### src/inc/cad_params.svh
// Constants for the descriptor parser and scramble detector.
// Assumes inclusion by bare name from the package and the design.
`ifndef CAD_PARAMS_SVH
`define CAD_PARAMS_SVH
// Register byte offsets on the APB bus.
`define CAD_OFF_CTRL 12'h000
`define CAD_OFF_STATUS 12'h004
`define CAD_OFF_MASK 12'h008
`define CAD_OFF_CONTRACT 12'h00C
`define CAD_OFF_FEE 12'h010
`define CAD_OFF_SERVICE 12'h014
`define CAD_OFF_MSG 12'h018
`define CAD_OFF_DATE 12'h01C
`define CAD_OFF_PID_BASE 12'h040
`define CAD_OFF_KEY_BASE 12'h080
// Table sizes.
`define CAD_NUM_PID 12
`define CAD_NUM_KEYW 16
// Descriptor tags, plain defaults.
`define CAD_CON_TAG 8'hCB
`define CAD_SVC_TAG 8'hCC
// Field values.
`define CAD_UNIT_NONBILL 4'h0
`define CAD_UNIT_DEFAULT 4'h1
`define CAD_DELAY_HOLD 8'hFF
// Status bit positions.
`define CAD_EV_CONTRACT 0
`define CAD_EV_MALFORMED 1
`define CAD_EV_LENERR 2
`define CAD_EV_SERVICE 3
`define CAD_EV_VERDICT 4
`define CAD_EV_UNDEF 5
`define CAD_EV_W 6
// Control bit positions and reset value.
`define CAD_CTRL_EN 0
`define CAD_CTRL_PLAY 1
`define CAD_CTRL_NEWEV 2
`define CAD_CTRL_RST 3'h1
`endif

### src/inc/cad_pkg.sv
// Types shared by the descriptor parser and scramble detector.
// Assumes cad_params.svh is on the include path.
package cad_pkg;
  `include "cad_params.svh"
  typedef enum logic [1:0] {TBL_SDT, TBL_EIT, TBL_CAT} cad_tbl_t;
  typedef enum logic [1:0] {SC_CLEAR, SC_EVEN, SC_ODD, SC_UNDEF} cad_class_t;
  typedef enum logic [3:0] {PS_IDLE, PS_LEN, PS_SYS_H, PS_SYS_L, PS_UNIT, PS_COMP, PS_VLEN, PS_VBYTE,
    PS_FLEN, PS_FBYTE, PS_GROUP, PS_DELAY, PS_SVC_H, PS_SVC_L, PS_DROP} cad_pstate_t;
  typedef struct packed {
    logic vld;
    logic first;
    cad_tbl_t tbl;
    logic [7:0] data;
  } cad_desc_in_t;
  typedef struct packed {
    logic vld;
    logic [12:0] pid;
    logic [1:0] scr;
    logic [1:0] afc;
  } cad_ts_in_t;
  typedef struct packed {
    logic vld;
    logic ok;
  } cad_verdict_t;
  typedef struct packed {
    logic vld;
    logic [7:0] data;
    logic done;
    logic [15:0] date;
  } cad_card_out_t;
  typedef struct packed {
    logic vld;
    logic hit;
    cad_class_t cls;
    logic [12:0] pid;
    logic [31:0] key;
  } cad_pkt_out_t;
endpackage

### src/hdl/cad_core.sv
// Descriptor parser for contract and access-service descriptors, plus
// per-packet scramble classification with PID and key tables, on APB.
// Assumes a byte stream from the section filter and TS headers on pclk.
//
// Summary of operation
// - Parse tag, length, system, unit, count.
// - Read component tags, then verification bytes.
// - Unit one default group, two-fifteen others.
// - Unit zero flagged as malformed.
// - Read fee name length and bytes.
// - Service table: send bytes, date; take verdict.
// - Event table: classify flat or pay-per-view.
// - Parse service descriptor from access table.
// - Delay days, 255 means held.
// - Playback suppresses message when delay LSB set.
// - Classify each packet from both header fields.
// - Clear, even key, odd key decoding.
// - Other combinations are undefined.
// - Hold eight even and odd key pairs.
// - Handle twelve PIDs concurrently.
// - Event table copy overrides service table.
`timescale 1ns/100ps
`include "cad_params.svh"
module cad_core
  import cad_pkg::*;
(
  input wire logic pclk,
  input wire logic presetn,
  input wire logic psel,
  input wire logic penable,
  input wire logic pwrite,
  input wire logic [11:0] paddr,
  input wire logic [31:0] pwdata,
  output logic [31:0] prdata,
  output logic pready,
  output logic pslverr,
  input wire cad_desc_in_t desc_in,
  input wire cad_ts_in_t ts_in,
  input wire cad_verdict_t verdict_in,
  output cad_card_out_t card_out,
  output cad_pkt_out_t pkt_out,
  output logic msg_suppress,
  output logic irq
);
  // ****************************************
  // Registers and decode
  // ****************************************
  logic [2:0] ctrl_reg;
  logic [`CAD_EV_W-1:0] status_reg, mask_reg, ev_next;
  logic [15:0] date_reg;
  logic [13:0] pid_reg [0:`CAD_NUM_PID-1];
  logic [2:0] slot_reg [0:`CAD_NUM_PID-1];
  logic [31:0] key_reg [0:`CAD_NUM_KEYW-1];
  logic [15:0] con_sys_reg, srv_sys_reg;
  logic [3:0] con_unit_reg, con_ncomp_reg;
  logic con_ppv_reg, con_ok_reg, eit_held_reg;
  logic [31:0] con_fee_reg;
  logic [7:0] srv_group_reg, srv_delay_reg, srv_count_reg;
  logic wr, rd_setup;
  logic [31:0] rd_val;

  function automatic logic in_win(input logic [11:0] a, input logic [11:0] base, input int n);
    in_win = (a >= base) && (a < base + 12'(4 * n));
  endfunction

  assign wr = psel && penable && pwrite;
  assign rd_setup = psel && !penable;
  // Zero wait states; the read word is captured in the setup cycle.
  assign pready = 1'b1;

  always_comb begin
    rd_val = 32'h0000_0000;
    unique case (1'b1)
      paddr == `CAD_OFF_CTRL: rd_val = {29'h0, ctrl_reg};
      paddr == `CAD_OFF_STATUS: rd_val = {26'h0, status_reg};
      paddr == `CAD_OFF_MASK: rd_val = {26'h0, mask_reg};
      paddr == `CAD_OFF_CONTRACT: rd_val = {con_sys_reg, con_unit_reg, con_ncomp_reg, 4'h0,
        con_unit_reg == `CAD_UNIT_DEFAULT, eit_held_reg, con_ok_reg, con_ppv_reg};
      paddr == `CAD_OFF_FEE: rd_val = con_fee_reg;
      paddr == `CAD_OFF_SERVICE: rd_val = {srv_sys_reg, srv_group_reg, srv_delay_reg};
      paddr == `CAD_OFF_MSG:
        rd_val = {14'h0, msg_suppress, srv_delay_reg == `CAD_DELAY_HOLD, srv_count_reg, srv_delay_reg};
      paddr == `CAD_OFF_DATE: rd_val = {16'h0, date_reg};
      in_win(paddr, `CAD_OFF_PID_BASE, `CAD_NUM_PID):
        rd_val = {15'h0, slot_reg[paddr[5:2]], pid_reg[paddr[5:2]]};
      in_win(paddr, `CAD_OFF_KEY_BASE, `CAD_NUM_KEYW): rd_val = key_reg[paddr[5:2]];
      default: rd_val = 32'h0000_0000;
    endcase
  end

  function automatic logic mapped(input logic [11:0] a);
    mapped = (a[1:0] == 2'h0) && ((a <= `CAD_OFF_DATE) || in_win(a, `CAD_OFF_PID_BASE, `CAD_NUM_PID)
      || in_win(a, `CAD_OFF_KEY_BASE, `CAD_NUM_KEYW));
  endfunction

  always_ff @(posedge pclk or negedge presetn) begin
    if (!presetn) begin
      prdata <= 32'h0000_0000;
      pslverr <= 1'b0;
    end else if (rd_setup) begin
      prdata <= pwrite ? 32'h0000_0000 : rd_val;
      pslverr <= !mapped(paddr);
    end
  end

  always_ff @(posedge pclk or negedge presetn) begin
    if (!presetn) begin
      ctrl_reg <= `CAD_CTRL_RST;
      mask_reg <= '0;
      date_reg <= 16'h0000;
    end else if (wr) begin
      if (paddr == `CAD_OFF_CTRL) ctrl_reg <= pwdata[2:0];
      if (paddr == `CAD_OFF_MASK) mask_reg <= pwdata[`CAD_EV_W-1:0];
      if (paddr == `CAD_OFF_DATE) date_reg <= pwdata[15:0];
    end else begin
      ctrl_reg[`CAD_CTRL_NEWEV] <= 1'b0;
    end
  end

  always_ff @(posedge pclk or negedge presetn) begin
    if (!presetn) begin
      for (int i = 0; i < `CAD_NUM_PID; i++) begin
        pid_reg[i] <= 14'h0000;
        slot_reg[i] <= 3'h0;
      end
      for (int i = 0; i < `CAD_NUM_KEYW; i++) begin
        key_reg[i] <= 32'h0000_0000;
      end
    end else if (wr && in_win(paddr, `CAD_OFF_PID_BASE, `CAD_NUM_PID)) begin
      pid_reg[paddr[5:2]] <= pwdata[13:0];
      slot_reg[paddr[5:2]] <= pwdata[16:14];
    end else if (wr && in_win(paddr, `CAD_OFF_KEY_BASE, `CAD_NUM_KEYW)) begin
      key_reg[paddr[5:2]] <= pwdata;
    end
  end

  // Set wins over a write-one clear in the same cycle.
  always_ff @(posedge pclk or negedge presetn) begin
    if (!presetn) begin
      status_reg <= '0;
    end else begin
      status_reg <= (status_reg & ~((wr && paddr == `CAD_OFF_STATUS) ? pwdata[`CAD_EV_W-1:0] : '0)) | ev_next;
    end
  end
  assign irq = |(status_reg & mask_reg);

  // ****************************************
  // Descriptor parser
  // ****************************************
  cad_pstate_t st_reg;
  cad_tbl_t tbl_reg;
  logic [7:0] rem_reg, cnt_reg, rem_after, w_group, w_delay, w_count;
  logic [15:0] w_sys;
  logic [3:0] w_unit, w_ncomp;
  logic [31:0] w_fee;
  logic w_ppv, con_done, srv_done, len_err, malformed, dv, tag_ok;

  assign dv = desc_in.vld && ctrl_reg[`CAD_CTRL_EN];
  assign rem_after = rem_reg - 8'h01;
  assign tag_ok = (desc_in.tbl == TBL_CAT) ? (desc_in.data == `CAD_SVC_TAG) : (desc_in.data == `CAD_CON_TAG);

  always_ff @(posedge pclk or negedge presetn) begin
    if (!presetn) begin
      st_reg <= PS_IDLE;
      tbl_reg <= TBL_SDT;
      rem_reg <= 8'h00;
      cnt_reg <= 8'h00;
      w_sys <= 16'h0000;
      w_unit <= 4'h0;
      w_ncomp <= 4'h0;
      w_fee <= 32'h0000_0000;
      w_ppv <= 1'b0;
      w_group <= 8'h00;
      w_delay <= 8'h00;
      w_count <= 8'h00;
      con_done <= 1'b0;
      srv_done <= 1'b0;
      len_err <= 1'b0;
      malformed <= 1'b0;
      card_out <= '0;
    end else begin
      con_done <= 1'b0;
      srv_done <= 1'b0;
      len_err <= 1'b0;
      malformed <= 1'b0;
      card_out.vld <= 1'b0;
      card_out.done <= 1'b0;
      if (dv && desc_in.first) begin
        tbl_reg <= desc_in.tbl;
        st_reg <= tag_ok ? PS_LEN : PS_IDLE;
      end else if (dv && st_reg != PS_IDLE && st_reg != PS_DROP) begin
        if (st_reg != PS_LEN && rem_reg == 8'h00) begin
          st_reg <= PS_DROP;
          len_err <= 1'b1;
        end else begin
          if (st_reg != PS_LEN) rem_reg <= rem_after;
          unique case (st_reg)
            PS_LEN: begin
              rem_reg <= desc_in.data;
              st_reg <= PS_SYS_H;
            end
            PS_SYS_H: begin
              w_sys[15:8] <= desc_in.data;
              st_reg <= PS_SYS_L;
            end
            PS_SYS_L: begin
              w_sys[7:0] <= desc_in.data;
              st_reg <= (tbl_reg == TBL_CAT) ? PS_GROUP : PS_UNIT;
            end
            PS_UNIT: begin
              w_unit <= desc_in.data[7:4];
              w_ncomp <= desc_in.data[3:0];
              cnt_reg <= {4'h0, desc_in.data[3:0]};
              malformed <= desc_in.data[7:4] == `CAD_UNIT_NONBILL;
              st_reg <= (desc_in.data[3:0] == 4'h0) ? PS_VLEN : PS_COMP;
            end
            PS_COMP: begin
              cnt_reg <= cnt_reg - 8'h01;
              if (cnt_reg == 8'h01) st_reg <= PS_VLEN;
            end
            PS_VLEN: begin
              if (desc_in.data > rem_after) begin
                st_reg <= PS_DROP;
                len_err <= 1'b1;
              end else begin
                cnt_reg <= desc_in.data;
                w_ppv <= (tbl_reg == TBL_EIT) && (desc_in.data != 8'h00);
                card_out.done <= desc_in.data == 8'h00;
                card_out.date <= date_reg;
                st_reg <= (desc_in.data == 8'h00) ? PS_FLEN : PS_VBYTE;
              end
            end
            PS_VBYTE: begin
              card_out.vld <= 1'b1;
              card_out.data <= desc_in.data;
              cnt_reg <= cnt_reg - 8'h01;
              if (cnt_reg == 8'h01) begin
                card_out.done <= 1'b1;
                card_out.date <= date_reg;
                st_reg <= PS_FLEN;
              end
            end
            PS_FLEN: begin
              if (desc_in.data > rem_after) begin
                st_reg <= PS_DROP;
                len_err <= 1'b1;
              end else begin
                cnt_reg <= desc_in.data;
                w_fee <= 32'h0000_0000;
                con_done <= desc_in.data == 8'h00;
                st_reg <= (desc_in.data == 8'h00) ? PS_IDLE : PS_FBYTE;
              end
            end
            // Only the last four fee name bytes are kept for software.
            PS_FBYTE: begin
              w_fee <= {w_fee[23:0], desc_in.data};
              cnt_reg <= cnt_reg - 8'h01;
              if (cnt_reg == 8'h01) begin
                con_done <= 1'b1;
                st_reg <= PS_IDLE;
              end
            end
            PS_GROUP: begin
              w_group <= desc_in.data;
              st_reg <= PS_DELAY;
            end
            PS_DELAY: begin
              w_delay <= desc_in.data;
              w_count <= {1'b0, rem_after[7:1]};
              srv_done <= rem_after == 8'h00;
              st_reg <= (rem_after == 8'h00) ? PS_IDLE : PS_SVC_H;
            end
            // An odd trailing byte is dropped without error.
            PS_SVC_H: begin
              srv_done <= rem_after == 8'h00;
              st_reg <= (rem_after == 8'h00) ? PS_IDLE : PS_SVC_L;
            end
            PS_SVC_L: begin
              srv_done <= rem_after == 8'h00;
              st_reg <= (rem_after == 8'h00) ? PS_IDLE : PS_SVC_H;
            end
            default: st_reg <= PS_IDLE;
          endcase
        end
      end
    end
  end

  // ****************************************
  // Committed results and card verdict
  // ****************************************
  logic con_take;
  assign con_take = con_done && (tbl_reg == TBL_EIT || !eit_held_reg);

  always_ff @(posedge pclk or negedge presetn) begin
    if (!presetn) begin
      con_sys_reg <= 16'h0000;
      con_unit_reg <= 4'h0;
      con_ncomp_reg <= 4'h0;
      con_fee_reg <= 32'h0000_0000;
      con_ppv_reg <= 1'b0;
      eit_held_reg <= 1'b0;
      con_ok_reg <= 1'b0;
      srv_sys_reg <= 16'h0000;
      srv_group_reg <= 8'h00;
      srv_delay_reg <= 8'h00;
      srv_count_reg <= 8'h00;
      msg_suppress <= 1'b0;
    end else begin
      if (con_take) begin
        con_sys_reg <= w_sys;
        con_unit_reg <= w_unit;
        con_ncomp_reg <= w_ncomp;
        con_fee_reg <= w_fee;
        con_ppv_reg <= w_ppv;
      end
      if (con_take && tbl_reg == TBL_EIT) eit_held_reg <= 1'b1;
      else if (ctrl_reg[`CAD_CTRL_NEWEV]) eit_held_reg <= 1'b0;
      if (verdict_in.vld) con_ok_reg <= verdict_in.ok;
      if (srv_done) begin
        srv_sys_reg <= w_sys;
        srv_group_reg <= w_group;
        srv_delay_reg <= w_delay;
        srv_count_reg <= w_count;
      end
      msg_suppress <= ctrl_reg[`CAD_CTRL_PLAY] && srv_delay_reg[0];
    end
  end

  // ****************************************
  // Scramble detection
  // ****************************************
  // key selection
  function automatic cad_class_t classify(input logic [1:0] scr, input logic [1:0] afc);
    if (!afc[0] || scr == 2'h1) classify = SC_UNDEF;
    else if (scr == 2'h0) classify = SC_CLEAR;
    else if (scr == 2'h2) classify = SC_EVEN;
    else classify = SC_ODD;
  endfunction

  logic [`CAD_NUM_PID-1:0] hit;
  logic [2:0] hit_slot;
  logic [3:0] hit_key;
  cad_class_t ts_cls;

  genvar g;
  generate
    for (g = 0; g < `CAD_NUM_PID; g++) begin : g_pid
      assign hit[g] = pid_reg[g][13] && pid_reg[g][12:0] == ts_in.pid;
    end
  endgenerate

  always_comb begin
    hit_slot = 3'h0;
    for (int i = `CAD_NUM_PID - 1; i >= 0; i--) begin
      if (hit[i]) hit_slot = slot_reg[i];
    end
  end
  assign ts_cls = classify(ts_in.scr, ts_in.afc);
  assign hit_key = {hit_slot, ts_cls == SC_ODD};

  assign ev_next = {(ts_in.vld && ctrl_reg[`CAD_CTRL_EN] && ts_cls == SC_UNDEF), verdict_in.vld,
    srv_done, len_err, malformed, con_take};

  always_ff @(posedge pclk or negedge presetn) begin
    if (!presetn) begin
      pkt_out <= '0;
    end else begin
      pkt_out.vld <= ts_in.vld && ctrl_reg[`CAD_CTRL_EN];
      pkt_out.hit <= |hit;
      pkt_out.cls <= ts_cls;
      pkt_out.pid <= ts_in.pid;
      pkt_out.key <= (|hit && (ts_cls == SC_EVEN || ts_cls == SC_ODD)) ? key_reg[hit_key] : 32'h0000_0000;
    end
  end
endmodule

### config.mk
export PLATFORM = sky130hd
export DESIGN_NAME = cad_core
export DESIGN_NICKNAME = d
export VERILOG_FILES = /design/src/inc/cad_pkg.sv /design/src/hdl/cad_core.sv
export VERILOG_INCLUDE_DIRS = /design/src /design/src/inc
export SDC_FILE = /design/constraint.sdc
export NUM_CORES = 2
export LEC_CHECK = 0
export BUFFER_PORTS_ARGS = -buffer_cell sky130_fd_sc_hd__buf_2
export CAP_MARGIN = 20
export CORE_MARGIN = 2
export CORE_UTILIZATION = 24
export DETAILED_ROUTE_END_ITERATION = 12
export PLACE_DENSITY = 0.36
export SLEW_MARGIN = 15
export SYNTH_ARGS = -nofsm -noshare
export SYNTH_HDL_FRONTEND = slang
export SYNTH_SLANG_ARGS = --single-unit
### constraint.sdc
create_clock -name pclk -period 6.64 [get_ports pclk]
set_input_delay 1.328 -clock pclk [delete_from_list [all_inputs] [get_ports pclk]]
set_output_delay 1.328 -clock pclk [all_outputs]
set_load 0.05 [all_outputs]
### After elaboration in Yosys (flattened, before gate mapping)

Index checks and enable logic that the tools add are counted.

| operators by class | value |
|---|---|
| add/sub/neg operators | 2 |
| divide/modulo/power cells | 0 |
| mux-type cells | 93 |
| magnitude comparators | 9 |
| shift-type cells | 0 |
| eq/ne operators | 55 |
| $mul | 0 |
| reduce and logical (&&, ||, !) cells | 81 |
| bitwise logic cells | 10 |

Operators with widths:

| kind | number |
|---|---|
| $bwmux 512 | 1 |
| $pmux 32 s10 | 1 |
| $bmux 32 s4 | 2 |
| $mux 32 | 8 |
| $bwmux 168 | 1 |
| $eq 13x13->1 | 12 |
| $demux 32 s4 | 1 |
| $mux 26 | 3 |
| $pmux 32 s2 | 1 |
| $bmux 14 s4 | 1 |
| $demux 14 s4 | 1 |
| $mux 4 | 13 |
| $eq 12x5->1 const B | 4 |
| $mux 3 | 16 |
| $pmux 4 s12 | 1 |
| $mux 14 | 3 |
| $bwmux 36 | 1 |
| $logic_and 1x1->1 | 34 |
| $mux 17 | 2 |
| $pmux 17 s2 | 1 |
| $reduce_and 4->1 | 8 |
| $eq 12x4->1 const B | 2 |
| $eq 4x4->1 const B | 6 |
| $eq 8x8->1 const B | 3 |
| 51 further kinds | 124 |

| word-level totals | value |
|---|---|
| flip-flop bits (word level) | 1060 |
| memories kept | 0 |
| input bits | 81 |
| latch bits | 0 |
| word-level logic and storage cells | 335 |
| ROM bits | 0 |
| output and inout bits | 111 |
| RAM bits | 0 |

### Logic depth before layout (Yosys ltp)

| logic depth | value |
|---|---|
| depth in word-level cells | 19 |
| depth in mapped cells | 16 |

### Worst setup path before layout

Ideal clock, no wire load.

| path | value |
|---|---|
| path type | input to register |
| from | in ts_in[11] (netlist bit) |
| to | reg pkt_out[30] (netlist bit) |
| setup time | 0.120 ns |
| arrival | 3.994 ns |
| path buffers | 3 |
| required time | 6.520 ns |
| setup slack | 2.526 ns |
| stages on the path | 12 |
| path through | xnor2_1 > nand4_1 > or4_1 > buf_2 > mux2_1 > a211o_1 > o21a_1 > buf_4 > buf_6 > mux4_2 > or3_1 > and3_1 |

| on the way | value |
|---|---|
| word-level cells in the longest chain between the ends | 19 |
| elaborated cells between the ends (all ways) | 43 |

RTL lines:

| element | RTL line | RTL |
|---|---|---|
| start, declared | cad_core.sv:38 | `input wire cad_ts_in_t ts_in,` |
| $eq 13x13->1 | cad_core.sv:349 | `assign hit[g] = pid_reg[g][13] && pid_reg[g][12:0] == ts_in.pid;` |
| $logic_and 1x1->1 | cad_core.sv:349 |  |
| $mux 3 (12 in a row) | cad_core.sv:356 | `if (hit[i]) hit_slot = slot_reg[i];` |
| $not 4->5 (implied by the code) | cad_core.sv:373 | `pkt_out.key <= (\|hit && (ts_cls == SC_EVEN \|\| ts_cls == SC_ODD)) ? key_reg[hit_key] : 32'h0000_0000;` |
| $bmux 32 s4 | cad_core.sv:373 |  |
| $mux 32 (implied by the code) (2 in a row) | cad_core.sv:373 |  |
| $mux 32 * | cad_core.sv:373 |  |
| end, declared | cad_core.sv:41 | `output cad_pkt_out_t pkt_out,` |

Every way passes the cells marked *; elsewhere a longest branch is shown, timed or not. The select of a mux whose other input is x is not followed.
A chain may end at the register's enable or synchronous reset.

### Worst setup path after layout

| path | value |
|---|---|
| from | in ts_in[16] (netlist bit) |
| to | reg pkt_out[16] (netlist bit) |

Same word-level chain as after synthesis.

==> impl_metrics.ini <==
[setup_path]
cp_cell_sequence = buf_2, xnor2_1, nand4_1, or4_1, a211oi_1, o211ai_1, a221o_1, a31oi_1, buf_4, and2_2, buf_12, a21bo_2, a31oi_1
crit_path_start_kind = input pin
cp-end-kind = register
r2r_slack_ps = 2300
worst_path_largest_cell_delay_ps = 770
worstPathMaxFanout = 23
cp-startpoint = ts_in[16]
worstSetupPathType = in -> reg
r2r-start = pid_reg[68]
path_buf_inv = 3
r2r_end = pkt_out[16]
cp_top_family = compound AO/OA/AOI/OAI gates
critical-path-slowest-cell = or4_1
worst_path_most_repeated_cell = a31oi_1
rr_worst_depth = 12
critical_path_required_ps = 7280
worstPathArrival_ps = 5570

[global_route]
busiest_layer = met2
groute.usage.overall = 0.178
grt-ovfl-total = 0
grt_use_met2 = 0.283
use_met3 = 0.0228
grt_max_degree = 122
grt_pass1_vias = 37300
antenna_found_initial = 21
grtUsageMet1 = 0.251
grt_pass1_wl_um = 295000

[route]
drc = 0
ant_nets = 0
first_iter_violations = 2623
routedWlPerCell_um = 27.8
via_per_inst = 4.89
vias = 35800
dr.pass1.iters = 7
wl_um = 204000

[placement]
dp_slack_ps = 824
dp_hpwl_um = 127000
globalplace.congestion = 0.781
dp_cells = 7067
port_buffers = 189

[yosys]
yosysSeqAreaShare = 0.495
ys_top_cells_by_area = dfrtp_1 49%, mux2_2 20%, mux4_2 9.0%, mux2i_1 2.4%, nand2_1 2.2%
synth_top_area_cell = dfrtp_1
synth_nets = 4216
synth.avg_cell_area_sq_um = 13.0
synth_commonest_cells = 1059 x dfrtp_1, 950 x mux2_2, 319 x nand2_1
yosys_warnings = 0
synth.most_common_cell = dfrtp_1
netlist_area_sq_um = 53600
synthCells = 4121
synth_edf_count = 0
synth_seq_cells = 1060
synth_cell_types = 73
ys.flop_type = dfrtp_1
synth_async_sr_flop_share = 1.00
yosysTopAreaCellShare = 0.494

[sta]
fin_setup_tns_ps = 0
finClkSkew_ps = 39.3
fin_crit_sh = 0.741
setup_slack_ps = 1720
drv_slew = 0
tightest_slew_ps = 1110
final-setup-viol-count = 0
fmaxAchievable_mhz = 203
rsz0062_at_grt = false
finalHoldViolations = 0
maxSlewHeadroom = 0.258
finalHoldWorstSlack_ps = 474
min_period_ps = 4920

[power]
max-vdd-ir-drop_v = 0.000196
p_leak_nw = 28.6
power_density_nw_per_um2 = 242
power.total_mw = 15.3

[clock_tree]
clkSinkCount = 1060
clk_path_buf_depth = 3
clk_latency_ps = 800
cts-root-buf = clkbuf_16
cts_htree_levels = 4
cts_made_buffers = 141
cts_setup_buffers = 0
ctsResizeCount = 0
hold_buffers = 0
cts_tree = done
clk_pin_slew_ps = 60

[layout]
area_growth_pct = 18.1
nets = 4330
drive_gt1_frac = 0.410
stdcell_count = 7330
fillers = 22800
largest_reg_flops = 512

[min_path]
holdCritPathClass = reg -> reg
hold_path.startpoint = malformed
worstHoldEndpoint = status_reg[1]
hold_path_depth = 1

[die]
core_sq_um = 222000
die-area_sq_um = 227000
initial_core_util = 0.241
placementRows = 173
fp.dieW_um = 477
io_pins = 192
chipHeight_um = 477

[flow_run]
cap_violations = 0

[run_status]
status = complete, no violations
-- metrics by stage --
step / cell area [sq um] / utilization
2_1_floorplan: 53600 / -
3_3_place_gp: 58400 / 0.263
3_5_place_dp: 58400 / 0.263
4_1_cts: 63300 / 0.285
5_1_grt: 63300 / 0.285
6_report: 63300 / 0.285
-- worst reg2reg max path: cells and delay by family, from the launching register on --
kind / cells / cell delay [ps]
compound gates: 6 / 1940
buf+inv: 2 / 470
simple gates: 3 / 1220
flops: 1 / 410
xor+xnor: 1 / 170
-- routing by layer --
layer | part of all wire | vias to the layer above | routed length (um)
met5 | 0.00011 | - | 22
met3 | 0.034 | 241 | 7010
li1 | - | 15500 | -
met1 | 0.47 | 19400 | 96500
met2 | 0.46 | 721 | 94600
met4 | 0.028 | 4 | 5650
-- layout by cell type, fill, tap and decap left out, types with 11 or more instances in the layout --
| cell type | instances |
|---|---|
| a211o_1 | 36 |
| a21bo_2 | 24 |
| a21o_1 | 57 |
| a21oi_1 | 49 |
| a222oi_1 | 30 |
| a22o_1 | 41 |
| a22oi_1 | 100 |
| a31oi_1 | 40 |
| buf_12 | 27 |
| buf_2 | 184 |
| buf_4 | 98 |
| bufinv_16 | 12 |
| clkbuf_1 | 33 |
| clkbuf_16 | 145 |
| clkbuf_8 | 31 |
| clkinv_2 | 13 |
| dfrtp_1 | 1057 |
| ha_1 | 13 |
| inv_1 | 18 |
| mux2_2 | 950 |
| mux2i_1 | 127 |
| mux4_2 | 214 |
| nand2_1 | 315 |
| nand2b_1 | 14 |
| nand3_1 | 43 |
| nand4_1 | 45 |
| nor2_1 | 105 |
| nor2_4 | 11 |
| nor2b_1 | 46 |
| nor3_1 | 23 |
| nor4_1 | 17 |
| o21ai_0 | 85 |
| xnor2_1 | 136 |
| xor2_1 | 27 |
-- where the power goes --
group / internal, mW / switching, mW
logic: 0.212 / 0.594
clock network: 4.84 / 3.16
registers: 6.49 / 0.0193
total: 11.5 / 3.78
-- worst max-delay path by stage --
stage	to	slack, ps	cells past startpoint
floorplan	pkt_out[30]	2530	12
global placement	pkt_out[17]	820	14
detailed placement	pkt_out[17]	820	14
CTS	pkt_out[17]	1660	14
global route	pkt_out[17]	1580	14
finish	pkt_out[16]	1720	13
-- final cells by class --
class	count	area, sq um	share of cell area
clock inverter	45	661	0.0104
inverter	19	71.3	0.00113
tap	2975	3720	0.0588
clock buffer	209	4180	0.0660
antenna	9	22.5	0.000356
multi-input combinational	2699	25800	0.408
sequential	1060	26500	0.419
timing repair buffer	314	2270	0.0359
-- kinds of logic (layout without fill, tap and decap cells) --
logic type	Yosys count	after routing	synth area share
AOI/OAI and AO/OA	527	527	0.0719
adders and majority gates	14	14	0.00327
xor gates and xnor gates	163	163	0.0266
other	1	10	0.0000700
buffers and inverters	362	587	0.0276
muxes	1292	1292	0.313
and+or+nand+nor	702	702	0.0621
DFF	1060	1060	0.495
Note: power is estimated with default switching activity, not from simulation.
